`src/tsc_map.vh`:
```
// Register offsets, codes, timing counts and reset values of the command front end
`ifndef TSC_MAP_VH
`define TSC_MAP_VH
// Register offsets (byte addresses on the 8-bit processor port)
`define TSC_A_SRC       5'h00
`define TSC_A_ISLOT     5'h01
`define TSC_A_DST       5'h02
`define TSC_A_OSLOT     5'h03
`define TSC_A_GV1       5'h04
`define TSC_A_GV2       5'h05
`define TSC_A_CONNECTION_COMMAND      5'h06
`define TSC_A_SUBCH     5'h07
`define TSC_A_CFG1      5'h08
`define TSC_A_CFG2      5'h0a
`define TSC_A_MSG       5'h0c
`define TSC_A_STAT      5'h0e
`define TSC_A_ERR1      5'h10
`define TSC_A_ERR2      5'h11
`define TSC_A_SLOTV     5'h1e
`define TSC_RST8        8'h00
// Connection opcodes
`define TSC_CC_NOP      4'h0
`define TSC_CC_CONST    4'h1
`define TSC_CC_MIN      4'h2
`define TSC_CC_SEND     4'h3
`define TSC_CC_STOP     4'h4
`define TSC_CC_DISC     4'h5
`define TSC_CC_DISCB    4'h6
`define TSC_CC_MULTI    4'h7
`define TSC_CC_DISCALL  4'h8
`define TSC_CC_BIDIR    4'h9
`define TSC_CC_DUMP     4'ha
// Configuration-1 opcodes
`define TSC_C1_PLLREF   4'h2
`define TSC_C1_SPSTART  4'h3
`define TSC_C1_SPWRITE  4'h4
`define TSC_C1_PCMCLK   4'h6
`define TSC_C1_ALIGN    4'ha
`define TSC_C1_RATE     4'hb
`define TSC_C1_RDSLOT   4'hd
`define TSC_C1_SHIFT    4'hf
// Configuration-2 opcodes
`define TSC_C2_EXTFREQ  4'h1
// PLL reference qualifiers
`define TSC_REF_OSC     4'h0
`define TSC_REF_FS      4'h1
`define TSC_REF_DCLK    4'h2
`define TSC_REF_NW1     4'h5
`define TSC_REF_NW2     4'h6
`define TSC_SP_KEY      4'hf
// PCM clock qualifier range
`define TSC_PCM_MIN     3'h1
`define TSC_PCM_MAX     3'h4
// Timing: connection memory update and read-slot latency lengths in cycles
`define TSC_BUSY_CYC    4'h8
`define TSC_SLOT_CYC    4'h4
`define TSC_CNT_ONE     4'h1
`define TSC_CNT_ZERO    4'h0
`endif
```
`src/tsc_cmd_regs.v`:
```
// Command register file and command decoder of the time-slot switch
`timescale 1ns/1ps
`include "tsc_map.vh"
// How it works
// - Eight-bit slot address, stored and passed on whole whatever the rate
// - Subchannel register holds two three-bit fields
// - PLL reference frequency from general value bits
// - Bit shift fields decoded from general value
// - Frame pulse offset built from both values
// - Frame pulse width is field plus one
// - Clock output frequency from general value bits
// - Opcode low nibble, qualifier high; zero nop
// - Constant-delay connect with subchannel width qualifier
// - Minimum-delay connect, send and stop message
// - Disconnect and broadcast-branch disconnect use operands
// - Multipoint, disconnect all, bidirectional, memory dump
// - PLL reference source from qualifier code
// - PCM clocks enabled with rate and direction
// - Line bit rate to input or output line
// - Read slot from input or output side
// - Bit shift applied to chosen line group
// - External frequency and fallback enable
// - Failure flags set on loss, cleared on return, while fallback is enabled
// - Read slot result stored, arrival flag raised
// - Ready flag tells when connect command allowed
module tsc_cmd_regs (
    // Clock and reset
    input  wire        clock_i,
    input  wire        nrst_i,
    // Processor register port
    input  wire [4:0]  addr_i,
    input  wire        wr_i,
    input  wire        rd_i,
    input  wire [7:0]  wdata_i,
    output reg  [7:0]  rdata_o,
    // Datapath: slot content answer and clock monitors (async pins)
    input  wire [7:0]  slot_data_i,
    input  wire        nw1_fail_i,
    input  wire        nw2_fail_i,
    input  wire        ref_fail_i,
    // Connection command issued to the switching core
    output reg         conn_go_o,
    output reg  [3:0]  conn_op_o,
    output reg  [3:0]  conn_qual_o,
    output reg  [3:0]  conn_src_o,
    output reg  [7:0]  conn_islot_o,
    output reg  [3:0]  conn_dst_o,
    output reg  [7:0]  conn_oslot_o,
    output reg  [2:0]  conn_isub_o,
    output reg  [2:0]  conn_osub_o,
    output reg  [7:0]  conn_msg_o,
    output reg         dump_en_o,
    // Decoded configuration state
    output reg  [3:0]  pll_ref_src_o,
    output reg  [2:0]  pll_ref_freq_o,
    output reg         pcm_clk_en_o,
    output reg  [2:0]  pcm_clk_rate_o,
    output reg         pcm_clk_out_o,
    output reg         phase_align_o,
    output reg         rate_go_o,
    output reg  [1:0]  rate_val_o,
    output reg         rate_in_o,
    output reg         rate_out_o,
    output reg  [3:0]  rate_src_o,
    output reg  [3:0]  rate_dst_o,
    output reg         shift_go_o,
    output reg  [1:0]  shift_tgt_o,
    output reg         shift_after_o,
    output reg  [2:0]  shift_amt_o,
    output reg         shift_edge_o,
    output reg         spec_go_o,
    output reg  [7:0]  spec_val_o,
    output reg         ext_freq_16_o,
    output reg         fallback_en_o,
    output reg  [10:0] frame_offset_o,
    output reg  [3:0]  frame_width_o,
    output reg         frame_edge_o,
    output reg  [2:0]  clk_out_freq_o,
    // Status
    output reg         ready_o,
    output reg         slot_arrived_o,
    // Slot read request to the core: side and port/slot address
    output reg         slot_rd_in_o,
    output reg  [11:0] slot_rd_addr_o
);

    // Operand and command registers
    reg  [7:0] src_q, islot_q, dst_q, oslot_q, gv1_q, gv2_q;
    reg  [7:0] connection_command_q, sub_q, cfg1_q, cfg2_q, msg_q;
    reg  [7:0] slotv_q;            // Time-slot value readback
    reg  [3:0] busy_q;             // Connection memory update counter
    reg  [3:0] rdcnt_q;            // Read-slot latency counter
    reg  [2:0] sync1_q, sync2_q;   // Failure pin synchronisers
    reg        rst_m_q, rst_q;     // Reset release pair
    wire       wr_cc, wr_c1, wr_c2;
    wire [3:0] q1;
    wire [3:0] c1op;

    // Reset release: async assert, two-flop release
    always @(posedge clock_i or negedge nrst_i) begin
        if (!nrst_i) begin
            rst_m_q <= 1'b0;
            rst_q   <= 1'b0;
        end else begin
            rst_m_q <= 1'b1;
            rst_q   <= rst_m_q;
        end
    end

    // Command writes; a write while busy is still taken for config ones
    assign wr_cc = wr_i && (addr_i == `TSC_A_CONNECTION_COMMAND);
    assign wr_c1 = wr_i && (addr_i == `TSC_A_CFG1);
    assign wr_c2 = wr_i && (addr_i == `TSC_A_CFG2);
    assign q1    = wdata_i[7:4];
    assign c1op  = wdata_i[3:0];

    // True when the qualifier code names a supported PLL reference
    function ref_ok;
        input [3:0] q;
        begin
            ref_ok = (q == `TSC_REF_OSC) || (q == `TSC_REF_FS) ||
                     (q == `TSC_REF_DCLK) || (q == `TSC_REF_NW1) ||
                     (q == `TSC_REF_NW2);
        end
    endfunction

    // Operand register file; subchannel bits masked, command held while not ready
    always @(posedge clock_i or negedge rst_q) begin
        if (!rst_q) begin
            src_q   <= `TSC_RST8;
            islot_q <= `TSC_RST8;
            dst_q   <= `TSC_RST8;
            oslot_q <= `TSC_RST8;
            gv1_q   <= `TSC_RST8;
            gv2_q   <= `TSC_RST8;
            connection_command_q  <= `TSC_RST8;
            sub_q   <= `TSC_RST8;
            cfg1_q  <= `TSC_RST8;
            cfg2_q  <= `TSC_RST8;
            msg_q   <= `TSC_RST8;
        end else if (wr_i) begin
            // Address decode by if chain
            if (addr_i == `TSC_A_SRC)
                src_q <= wdata_i;     // Upper nibble left to software
            else if (addr_i == `TSC_A_ISLOT)
                islot_q <= wdata_i;   // Full 8-bit slot
            else if (addr_i == `TSC_A_DST)
                dst_q <= wdata_i;
            else if (addr_i == `TSC_A_OSLOT)
                oslot_q <= wdata_i;
            else if (addr_i == `TSC_A_GV1)
                gv1_q <= wdata_i;
            else if (addr_i == `TSC_A_GV2)
                gv2_q <= wdata_i;
            else if (addr_i == `TSC_A_CONNECTION_COMMAND && ready_o)
                connection_command_q <= wdata_i;    // Ignored while not ready
            else if (addr_i == `TSC_A_SUBCH)
                sub_q <= {1'b0, wdata_i[6:4], 1'b0, wdata_i[2:0]};
            else if (addr_i == `TSC_A_CFG1)
                cfg1_q <= wdata_i;
            else if (addr_i == `TSC_A_CFG2)
                cfg2_q <= wdata_i;
            else if (addr_i == `TSC_A_MSG)
                msg_q <= wdata_i;
        end
    end

    // Connection command launch and busy timing
    always @(posedge clock_i or negedge rst_q) begin
        if (!rst_q) begin
            conn_go_o    <= 1'b0;
            conn_op_o    <= `TSC_CC_NOP;
            conn_qual_o  <= 4'h0;
            conn_src_o   <= 4'h0;
            conn_islot_o <= `TSC_RST8;
            conn_dst_o   <= 4'h0;
            conn_oslot_o <= `TSC_RST8;
            conn_isub_o  <= 3'h0;
            conn_osub_o  <= 3'h0;
            conn_msg_o   <= `TSC_RST8;
            dump_en_o    <= 1'b0;
            busy_q       <= `TSC_CNT_ZERO;
            ready_o      <= 1'b1;
        end else begin
            conn_go_o <= 1'b0;
            if (wr_cc && ready_o && (c1op != `TSC_CC_NOP)) begin
                // Snapshot operands at the write
                if (c1op == `TSC_CC_DUMP) begin
                    dump_en_o <= wdata_i[4];
                end else if (c1op <= `TSC_CC_BIDIR) begin
                    // Opcodes 1..9 reach the core
                    conn_go_o    <= 1'b1;
                    conn_op_o    <= c1op;
                    conn_qual_o  <= q1;
                    conn_src_o   <= src_q[3:0];
                    conn_islot_o <= islot_q;
                    conn_dst_o   <= dst_q[3:0];
                    conn_oslot_o <= oslot_q;
                    conn_isub_o  <= sub_q[2:0];
                    conn_osub_o  <= sub_q[6:4];
                    conn_msg_o   <= msg_q;
                    busy_q       <= `TSC_BUSY_CYC;
                    ready_o      <= 1'b0;
                end
            end else if (busy_q != `TSC_CNT_ZERO) begin
                busy_q <= busy_q - `TSC_CNT_ONE;
                // Ready returns as the update ends
                if (busy_q == `TSC_CNT_ONE)
                    ready_o <= 1'b1;
            end
        end
    end

    // Configuration command one decoder
    always @(posedge clock_i or negedge rst_q) begin
        if (!rst_q) begin
            pll_ref_src_o  <= `TSC_REF_OSC;
            pll_ref_freq_o <= 3'h0;
            pcm_clk_en_o   <= 1'b0;
            pcm_clk_rate_o <= 3'h0;
            pcm_clk_out_o  <= 1'b0;
            phase_align_o  <= 1'b0;
            rate_go_o      <= 1'b0;
            rate_val_o     <= 2'h0;
            rate_in_o      <= 1'b0;
            rate_out_o     <= 1'b0;
            rate_src_o     <= 4'h0;
            rate_dst_o     <= 4'h0;
            shift_go_o     <= 1'b0;
            shift_tgt_o    <= 2'h0;
            shift_after_o  <= 1'b0;
            shift_amt_o    <= 3'h0;
            shift_edge_o   <= 1'b0;
            spec_go_o      <= 1'b0;
            spec_val_o     <= `TSC_RST8;
            rdcnt_q        <= `TSC_CNT_ZERO;
            slot_rd_in_o   <= 1'b0;
            slot_rd_addr_o <= 12'h000;
        end else begin
            rate_go_o  <= 1'b0;
            shift_go_o <= 1'b0;
            spec_go_o  <= 1'b0;
            if (rdcnt_q != `TSC_CNT_ZERO)
                rdcnt_q <= rdcnt_q - `TSC_CNT_ONE;
            if (wr_c1) begin
                case (c1op)
                `TSC_C1_PLLREF: begin
                    if (ref_ok(q1)) begin
                        pll_ref_src_o  <= q1;
                        pll_ref_freq_o <= gv1_q[2:0];
                    end
                end
                `TSC_C1_SPSTART, `TSC_C1_SPWRITE: begin
                    // Only the write code with the key qualifier is acted on; start is ignored
                    if (q1 == `TSC_SP_KEY && c1op == `TSC_C1_SPWRITE) begin
                        spec_go_o  <= 1'b1;
                        spec_val_o <= gv1_q;
                    end
                end
                `TSC_C1_PCMCLK: begin
                    if (q1[2:0] >= `TSC_PCM_MIN && q1[2:0] <= `TSC_PCM_MAX) begin
                        pcm_clk_en_o   <= 1'b1;
                        pcm_clk_rate_o <= q1[2:0];
                        pcm_clk_out_o  <= q1[3];
                    end
                end
                `TSC_C1_ALIGN: begin
                    phase_align_o <= q1[3];
                end
                `TSC_C1_RATE: begin
                    rate_go_o  <= 1'b1;
                    rate_val_o <= q1[1:0];
                    rate_in_o  <= q1[2];
                    rate_out_o <= q1[3];
                    rate_src_o <= src_q[3:0];
                    rate_dst_o <= dst_q[3:0];
                end
                `TSC_C1_RDSLOT: begin
                    // Input side takes the source operands
                    slot_rd_in_o   <= ~q1[0];
                    slot_rd_addr_o <= q1[0] ? {dst_q[3:0], oslot_q}
                                            : {src_q[3:0], islot_q};
                    rdcnt_q        <= `TSC_SLOT_CYC;
                end
                `TSC_C1_SHIFT: begin
                    shift_go_o    <= 1'b1;
                    shift_tgt_o   <= q1[1:0];
                    shift_after_o <= gv1_q[4];
                    shift_amt_o   <= gv1_q[3:1];
                    shift_edge_o  <= gv1_q[0];
                end
                default: begin
                    // Unused codes do nothing
                end
                endcase
            end
        end
    end

    // Read-slot result capture and arrival flag
    always @(posedge clock_i or negedge rst_q) begin
        if (!rst_q) begin
            slotv_q        <= `TSC_RST8;
            slot_arrived_o <= 1'b0;
        end else if (rdcnt_q == `TSC_CNT_ONE) begin
            slotv_q        <= slot_data_i;
            slot_arrived_o <= 1'b1;                    // Set beats read clear
        end else if (rd_i && addr_i == `TSC_A_STAT) begin
            slot_arrived_o <= 1'b0;                    // Cleared by status read
        end
    end

    // Configuration two and frame/clock output fields
    always @(posedge clock_i or negedge rst_q) begin
        if (!rst_q) begin
            ext_freq_16_o  <= 1'b0;
            fallback_en_o  <= 1'b0;
            frame_offset_o <= 11'h000;
            frame_width_o  <= 4'h1;
            frame_edge_o   <= 1'b0;
            clk_out_freq_o <= 3'h0;
        end else begin
            if (wr_c2 && c1op == `TSC_C2_EXTFREQ) begin
                ext_freq_16_o <= q1[0];
                fallback_en_o <= q1[1];
            end
            // Live decode of the general values
            frame_offset_o <= {gv2_q[4:0], gv1_q[7:2]};
            frame_width_o  <= {1'b0, gv2_q[7:5]} + `TSC_CNT_ONE;
            frame_edge_o   <= gv1_q[1];
            clk_out_freq_o <= gv1_q[2:0];
        end
    end

    // Failure pins: two-flop synchronisers, then flag logic
    always @(posedge clock_i or negedge rst_q) begin
        if (!rst_q) begin
            sync1_q <= 3'h0;
            sync2_q <= 3'h0;
        end else begin
            sync1_q <= {ref_fail_i, nw2_fail_i, nw1_fail_i};
            sync2_q <= sync1_q;
        end
    end

    // Flags follow the clocks only while fallback is on
    wire [2:0] fail_w = fallback_en_o ? sync2_q : 3'h0;
    wire       pll_w  = |fail_w;

    // Register readback
    always @(posedge clock_i or negedge rst_q) begin
        if (!rst_q) begin
            rdata_o <= `TSC_RST8;
        end else if (addr_i == `TSC_A_SRC)     rdata_o <= src_q;
        else if (addr_i == `TSC_A_ISLOT)       rdata_o <= islot_q;
        else if (addr_i == `TSC_A_DST)         rdata_o <= dst_q;
        else if (addr_i == `TSC_A_OSLOT)       rdata_o <= oslot_q;
        else if (addr_i == `TSC_A_GV1)         rdata_o <= gv1_q;
        else if (addr_i == `TSC_A_GV2)         rdata_o <= gv2_q;
        else if (addr_i == `TSC_A_CONNECTION_COMMAND)        rdata_o <= connection_command_q;
        else if (addr_i == `TSC_A_SUBCH)       rdata_o <= sub_q;
        else if (addr_i == `TSC_A_CFG1)        rdata_o <= cfg1_q;
        else if (addr_i == `TSC_A_CFG2)        rdata_o <= cfg2_q;
        else if (addr_i == `TSC_A_MSG)         rdata_o <= msg_q;
        else if (addr_i == `TSC_A_STAT)
            rdata_o <= {2'b00, slot_arrived_o, 4'h0, ready_o};
        else if (addr_i == `TSC_A_ERR1)
            rdata_o <= {6'h00, fail_w[1:0]};
        else if (addr_i == `TSC_A_ERR2)
            rdata_o <= {1'b0, pll_w, 6'h00};
        else if (addr_i == `TSC_A_SLOTV)       rdata_o <= slotv_q;
        else                                   rdata_o <= `TSC_RST8;
    end

endmodule // tsc_cmd_regs

```
`config.mk`:
```
export PLATFORM = sky130hd
export DESIGN_NAME = tsc_cmd_regs
export DESIGN_NICKNAME = d
export VERILOG_FILES = /design/src/tsc_cmd_regs.v
export VERILOG_INCLUDE_DIRS = /design/src
export SDC_FILE = /design/constraint.sdc
export NUM_CORES = 1
export LEC_CHECK = 0
export BUFFER_PORTS_ARGS = -buffer_cell sky130_fd_sc_hd__buf_2
export CAP_MARGIN = 20
export CORE_MARGIN = 1
export CORE_UTILIZATION = 50
export CTS_BUF_LIST = sky130_fd_sc_hd__clkbuf_8 sky130_fd_sc_hd__clkbuf_16
export CTS_CLUSTER_DIAMETER = 80
export CTS_CLUSTER_SIZE = 20
export DETAILED_ROUTE_END_ITERATION = 10
export PLACE_DENSITY = 0.81
export SLEW_MARGIN = 25
export SYNTH_ARGS = -nofsm -noshare
export SYNTH_HDL_FRONTEND = slang
export SYNTH_SLANG_ARGS = --single-unit
```
`constraint.sdc`:
```
create_clock -name clock_i -period 10.45 [get_ports clock_i]
set_input_delay 1.045 -clock clock_i [delete_from_list [all_inputs] [get_ports clock_i]]
set_output_delay 1.045 -clock clock_i [all_outputs]
set_load 0.05 [all_outputs]
```
Word level (Yosys, flattened, before mapping). Index checks and enable logic that the tools add are counted.

Register bits: 245. Input bits: 28. Logic and storage cells: 196.

Add/sub/neg operators: 3. $lt $le $gt $ge: 3. Equal/unequal tests: 32. Muxes and demuxes: 41. Bitwise logic cells: 12. Reduce and logical (&&, ||, !) cells: 46.

Operators with widths (number): $mux W8 (15); $mux W4 (7); $eq A4 B4 Y1 const B (5); $eq A5 B3 Y1 const B (4); $eq A5 B4 Y1 const B (4); $reduce_and A3 Y1 (6); $mux W1 (17); $eq A4 B1 Y1 const B (4); $eq A4 B3 Y1 const B (4); $eq A5 B5 Y1 const B (3); $eq A4 B2 Y1 const B (3); $mux W12 (1); $not A1 Y1 (12); $reduce_and A12 Y1 (1); $reduce_and A2 Y1 (6); $reduce_bool A4 Y1 (3); $reduce_and A11 Y1 (1); $eq A5 B2 Y1 const B (2); $logic_and A1 B1 Y1 (10); $reduce_and A10 Y1 (1); $reduce_and A9 Y1 (1); $reduce_and A4 Y1 (2); $reduce_and A8 Y1 (1); $sub A4 B1 Y4 const B (2); 17 further kinds (22).

Longest topological paths before layout. Gate-level depths: netlist of the first run.

Depth in word-level cells: 16. Depth in mapped cells: 9. Gate-level depth less buffers: 7.

Least setup slack after synthesis of the first run. OpenSTA, ideal clock, no wires.

Kind: in2reg. Start: input port addr_i[0]. End: register rate_out_o. Setup time: 0.125 ns. Arrival time: 2.536 ns. Required time: 10.325 ns. Setup slack: 7.789 ns. Cell stages on the path: 6. Cells stage by stage: buf_2 nor4b_4 nand2_1 nor3_2 buf_2 mux2_2.

Cells in the longest elaborated chain, start to end: 3.

RTL lines: start: declaration (line tsc_cmd_regs.v:31) `input wire [4:0] addr_i,`; $eq A5 B4 Y1 (no line); $logic_and A1 B1 Y1 (line tsc_cmd_regs.v:112) `` assign wr_c1 = wr_i && (addr_i == `TSC_A_CFG1); ``; $reduce_and A2 Y1 (no line); end signal: assignment (line tsc_cmd_regs.v:274) `rate_out_o <= q1[3];`; end: declaration (line tsc_cmd_regs.v:63) `output reg rate_out_o,`.

Every way passes these cells. A chain may end at the register's enable or synchronous reset.

Worst setup path after layout of the first run.
Start: input port addr_i[1]. End: register conn_msg_o[1].

Cells in the longest elaborated chain, start to end: 5.

RTL lines: $eq A5 B3 Y1 (no line); $logic_and A1 B1 Y1 (line tsc_cmd_regs.v:111) `` assign wr_cc = wr_i && (addr_i == `TSC_A_CONNECTION_COMMAND); ``; $logic_and A1 B1 Y1 (2 in series) (line tsc_cmd_regs.v:186) `` if (wr_cc && ready_o && (c1op != `TSC_CC_NOP)) begin ``; $reduce_and A3 Y1 (no line); end signal: assignment (line tsc_cmd_regs.v:180) `` conn_msg_o <= `TSC_RST8; ``; end signal: assignment (line tsc_cmd_regs.v:201) `conn_msg_o <= msg_q;`; end: declaration (line tsc_cmd_regs.v:51) `output reg [7:0] conn_msg_o,`.

Every way passes these cells.

==> results.cfg, run 1 <==
[power_and_ir_drop]
power_w = 0.00234
cellPowerDensity_nw_per_um2 = 198
p_leak_nw = 6.08
peakVddDrop_v = 0.000124

[cts]
cts_resized = 0
cts_setup_buffers = 0
cts_root_buffer = clkbuf_16
tritoncts = yes
cts-hold-fix-buffers = 0
cts_buffers = 16
cts_buffer_depth = 3
clkSinkCount = 243
ctsHtreeMaxLevel = 1
clkLatencyLatePin_ns = 0.49
clk_pin_slew_worst_paths_ns = 0.08

[synthesis]
yosysTopAreaCell = dfrtp_1
synth_top_area_share_pct = 58.1
synth_compound_area_share_pct = 7.36
synth_edf_count = 0
syn_avg_cell_area_um2 = 11.5
yosys.cell_count.top_type = dfrtp_1
ys_seq_area_share_pct = 58.6
syn_nets = 936
yosys.area_share.adder_pct = 0.723
syn_inst = 902
synth_commonest_cells = dfrtp_1 (241), nand2_1 (181), mux2_2 (130), o21ai_0 (54), clkbuf_1 (35)
synthSimpleGateAreaFrac_pct = 13.9
synth_async_sr_flop_share_pct = 100
synth_seq_cells = 243
synth_ff_type = dfrtp_1
ys_warn_count = 0
synth.area.mux_share_pct = 15.9
synth.distinct_cells = 69
synth_top_cells_by_area = dfrtp_1 (58%), mux2_2 (14%), nand2_1 (6.5%)
synth_top_family_by_area = multiplexers
synth_xor_area_share_pct = 0.422
syn-cell-area_um2 = 10400

[sta]
min_period_ns = 3.51
rsz0062_at_grt = false
relSlewSlack_pct = 35.8
maxSlewViolCount = 0
fin_hold_ws_ns = 0.323
fin_crit_sh_pct = 33.6
hold_viol_final = 0
fmaxAchievable_mhz = 285
setup-tns-final_ns = 0
setup_viol = 0
worst_pin_slew_ns = 0.958
skew_ns = 0.0242

[routing]
antenna_left = 0
route.met3.wl_mm = 2.02
dr.pass1.iters = 6
routed_wl_mm = 27.4
top_layer = met4
drc = 0
wl_per_cell_um = 20.9
vias = 7524
wl_met2_mm = 12.5
first_iter_violations = 628
via_per_inst = 5.74
wl_met1_mm = 11.9

[critical_path]
worst_setup_path_start_kind = input port
cp_cell_sequence = buf_2 -> and4bb_2 -> and3_1 -> nand3_2 -> buf_4 -> inv_2 -> nand2_1 -> nand2_1
crit_top_cell = nand2_1
cp_slowest_cell = buf_2
cp.arrival_ns = 3.94
cp-end-kind = flop
crit_path_max_fanout = 54
crit_buf_inv = 3
cp_top_family = buffers and inverters
worstSetupPathType = in2reg
cp.required_ns = 10.89
cp_slowest_stage_delay_ns = 0.65

[final_layout]
regMostFlops = slot_rd_addr_o
layout.cells.non_filler = 1310
largest_reg_flops = 12
layout-drive-gt1-share_pct = 32.3
area_growth_pct = 13.8
final_nets = 1064
utilization_pct = 58.2
diodes = 0
top_regs = slot_rd_addr_o x12, frame_offset_o x11

[floorplanning]
dieArea_um2 = 21400
die_h_um = 146
core_area_um2 = 20300
start_util_pct = 51.2
num_rows = 52
fp.dieW_um = 146
ios = 163

[worst_hold_path]
min_path_type = in2async

[global_routing]
track_usage_pct = 26.0
antenna_found_initial = 0
grt_max_degree = 87
gr-total-overflow = 0
grt_pass1_vias = 7266
grt_pass1_wl_mm = 42.6

[placement]
io_buffers = 162
dp.final_hpwl_mm = 18.8
gp_congestion = 0.924
dp.cells = 1282

[run]
cap_viol_max_count = 0

[status]
outcome = complete, no violations
==> final cells by class <==
type / count / area [µm²]
repair buffers: 167 / 852
clock inverters: 11 / 53.8
multi-input cells: 584 / 4000
fillers: 1672 / 8480
flip-flops and latches: 243 / 6090
inverters: 18 / 67.6
clock buffers: 17 / 425
well taps: 270 / 338
==> per-layer routing <==
metal,vias up,track usage (%)
met1,3740,37.2
met2,332,39.9
li1,3388,-
met4,0,9.27
met5,-,0
met3,64,4.59
==> logic make-up after synthesis <==
logic type / Yosys count
buf+inv: 75
fa+ha+maj: 6
simple gates: 301
other cells: 1
flops: 243
mux: 149
xor+xnor: 5
compound gates: 122
==> metrics by stage <==
stage	cell area, µm²	setup slack (ns)
2_1_floorplan	10400	3.18
3_3_place_gp	11300	6.55
3_5_place_dp	11300	6.50
4_1_cts	11800	7.02
5_1_grt	11800	6.76
6_report	11800	6.94
==> final timing paths <==
path | slack, ns | depth (start not counted) | end | from
worst max-delay path | 6.94 | 8 | conn_msg_o[1] | addr_i[1]
worst min-delay path | 0.32 | 1 | rst_q | nrst_i
worst max register to register | 7.96 | 6 | conn_msg_o[1] | ready_o
worst min register to register | 0.33 | 0 | sync2_q[1] | sync1_q[1]
max in group asynchronous | 8.24 | 2 | rdcnt_q[3] | rst_q
min in group clock_i | 0.33 | 0 | sync2_q[1] | sync1_q[1]
==> power by group <==
group,total [W],internal (W),switching [W]
Clock,0.000611,0.000299,0.000313
Sequential,0.00122,0.00108,0.000131
Combinational,0.000510,0.000175,0.000336
Total,0.00234,0.00156,0.000779
==> cell usage in the layout, fill, tap and decap left out, types with 9 or more instances in the layout <==
cell         n
dfrtp_1    240
nand2_1    181
buf_2      162
mux2_2     130
o21ai_0     54
inv_1       27
nor2_1      27
mux2i_1     19
clkbuf_16   17
a21oi_1     16
nand3_1     15
nand2b_1    10
nand4_1      9
Power figures use the tool's default switching activity.
==> run 2, diff against run 1 <==
--- a/config.mk
+++ b/config.mk
@@ -14,7 +14,7 @@
 export CTS_CLUSTER_DIAMETER = 80
 export CTS_CLUSTER_SIZE = 20
 export DETAILED_ROUTE_END_ITERATION = 10
-export PLACE_DENSITY = 0.81
+export PLACE_DENSITY = 0.84
 export SLEW_MARGIN = 25
 export SYNTH_ARGS = -nofsm -noshare
 export SYNTH_HDL_FRONTEND = slang
==> constraint.sdc (replaced) <==
create_clock -name clock_i -period 3.2 [get_ports clock_i]
set_input_delay 0.32 -clock clock_i [delete_from_list [all_inputs] [get_ports clock_i]]
set_output_delay 0.32 -clock clock_i [all_outputs]
set_load 0.05 [all_outputs]
==> run 2 against run 1 <==
Sequential share of layout area is 0.75 points lower. Die area stayed put. Cell count is 1.6% higher. Non-clock buffer count is 20 higher. Register-to-register slack worse by 6.6 ns. Global-route usage is 0.95 points higher. Highest routed layer unchanged. Count of clock-buffer cells in the layout is 1 higher. Flip-flop and latch count stayed put. Utilization is 0.86 points higher. Final area is 1.5% higher. First-iteration DRC count is 2.2% higher. Worst setup slack worse by 5.8 ns. Largest power group unchanged.
==> results.cfg, run 2 (synthesis results as in run 1) <==
[power_and_ir_drop]
p_comb_share_pct = 22.0
cellPowerDensity_nw_per_um2 = 640
power.switching_w = 0.00255
sw_frac_of_total_pct = 33.3
p_leak_nw = 6.18
peakVddDrop_v = 0.000361
internal_power_w = 0.00512
p_seq_share_pct = 51.6
clkPwrFrac_pct = 26.4

[cts]
cts_setup_buffers = 0
cts_root_buffer = clkbuf_16
cts_resized = 0
cts-hold-fix-buffers = 4
cts_buffers = 16
ctsHtreeMaxLevel = 1
clkLatencyLatePin_ns = 0.50
tritoncts = yes
clkSinkCount = 243
clk_pin_slew_worst_paths_ns = 0.08
cts_buffer_depth = 3

[floorplanning]
ios = 163
die_h_um = 146
dieArea_um2 = 21400
num_rows = 52
core_area_um2 = 20300
fp.dieW_um = 146
start_util_pct = 51.2

[placement]
place_ws_ns = 0.681
io_buffers = 162
dp.final_hpwl_mm = 19.5
dpl-instance-area_um2 = 11500
gp_congestion = 1.03

[global_routing]
antenna_found_initial = 0
track_usage_pct = 26.9
grt_pass1_vias = 7659
gr-total-overflow = 0
grt_pass1_wl_mm = 44.3
grt_max_degree = 176

[critical_path]
worstSetupPathType = in2reg
crit_path_max_fanout = 33
worst_setup_path_start_kind = input port
cp-end-kind = flop
cp.arrival_ns = 2.42
cp.required_ns = 3.58

[final_layout]
final_nets = 1084
utilization_pct = 59.1
largest_reg_flops = 12
layout-drive-gt1-share_pct = 33.2
design_area_um2 = 12000
regMostFlops = slot_rd_addr_o
final_cell_mix = dfrtp_1 (240), nand2_1 (181), buf_2 (162), mux2_2 (130), o21ai_0 (54)
final_common_cell = dfrtp_1
top_regs = slot_rd_addr_o x12, frame_offset_o x11
fillCellCount = 1716
area_growth_pct = 15.5

[routing]
antenna_left = 0
vias = 7756
via_per_inst = 5.83
dr.pass1.iters = 5
wl_per_cell_um = 21.2
first_iter_violations = 642
drc = 0
routed_wl_mm = 28.3

[sta]
rsz0062_at_grt = false
setup-tns-final_ns = 0
setup_viol = 0
skew_ns = 0.0348
worst_pin_slew_ns = 0.974
fmaxAchievable_mhz = 491
relSlewSlack_pct = 35.1
hold_viol_final = 0
setup_ws_ns = 1.16
fin_crit_sh_pct = 63.6
maxSlewViolCount = 0
min_period_ns = 2.04

[status]
outcome = complete, no violations

[worst_hold_path]
min_path_type = in2reg

[run]
cap_viol_max_count = 0
==> run 2: cell types whose count changed in the layout (fill, tap and decap cells not counted), sizes merged <==
| cell | before | now |
|---|---|---|
| clkbuf | 17 | 18 |
| diode | 0 | 1 |
| inv | 29 | 26 |
| dlygate4sd3 | 0 | 4 |
| buf | 167 | 183 |
| clkinv | 0 | 2 |
==> run 2: layout make-up <==
cell class                 instances  area (µm²)  share of cell area, %
inverter                          18        67.6                  0.563
clock buffer                      18         439                   3.66
clock inverter                    10        51.3                  0.428
sequential                       243        6090                   50.8
tap                              270         338                   2.82
timing repair buffer             187        1020                   8.51
antenna                            1        2.50                 0.0209
multi-input combinational        584        3990                   33.2
==> run 2: power by group through the flow <==
stage | clock (W) | sequential, W | combinational (W)
floorplan | 0 | 0.00438 | 0.000764
global placement | 0 | 0.00399 | 0.00163
detailed placement | 0 | 0.00401 | 0.00168
CTS | 0.00208 | 0.00395 | 0.00169
global route | 0.00219 | 0.00401 | 0.00181
finish | 0.00203 | 0.00396 | 0.00169
==> run 2: metrics by stage <==
| step | power, W | std cells | hold WS (ns) |
|---|---|---|---|
| after floorplan | 0.00514 | 902 | 0.0244 |
| after global placement | 0.00562 | 1298 | 0.108 |
| after detailed placement | 0.00569 | 1298 | 0.109 |
| after CTS | 0.00772 | 1330 | 0.0630 |
| after global routing | 0.00800 | 1330 | 0.0639 |
| final | 0.00768 | 1331 | 0.0663 |
==> run 2: final timing paths <==
path / from / to / slack (ns) / cells after the start
min in group asynchronous: nrst_i / rst_q / 0.14 / 2
setup reg to reg: fallback_en_o / rdata_o[0] / 1.38 / 5
setup / recovery: addr_i[1] / spec_val_o[6] / 1.16 / 6
max in group asynchronous: rst_q / conn_src_o[0] / 1.97 / 1
hold / removal: slot_data_i[4] / slotv_q[4] / 0.07 / 2
hold reg to reg: sync1_q[0] / sync2_q[0] / 0.35 / 0
==> run 2: critical path, cell delays in order <==
cell	delay, ns
buf_2	0.31
nor4b_4	0.52
nand2_1	0.15
nor3_2	0.21
and4_1	0.49
mux2_2	0.38
==> run 2: metal layers <==
layer,track usage (%),wire [µm]
met1,37.2,11900
met2,43.0,13300
met3,4.84,2140
met4,9.27,941
met5,0,0
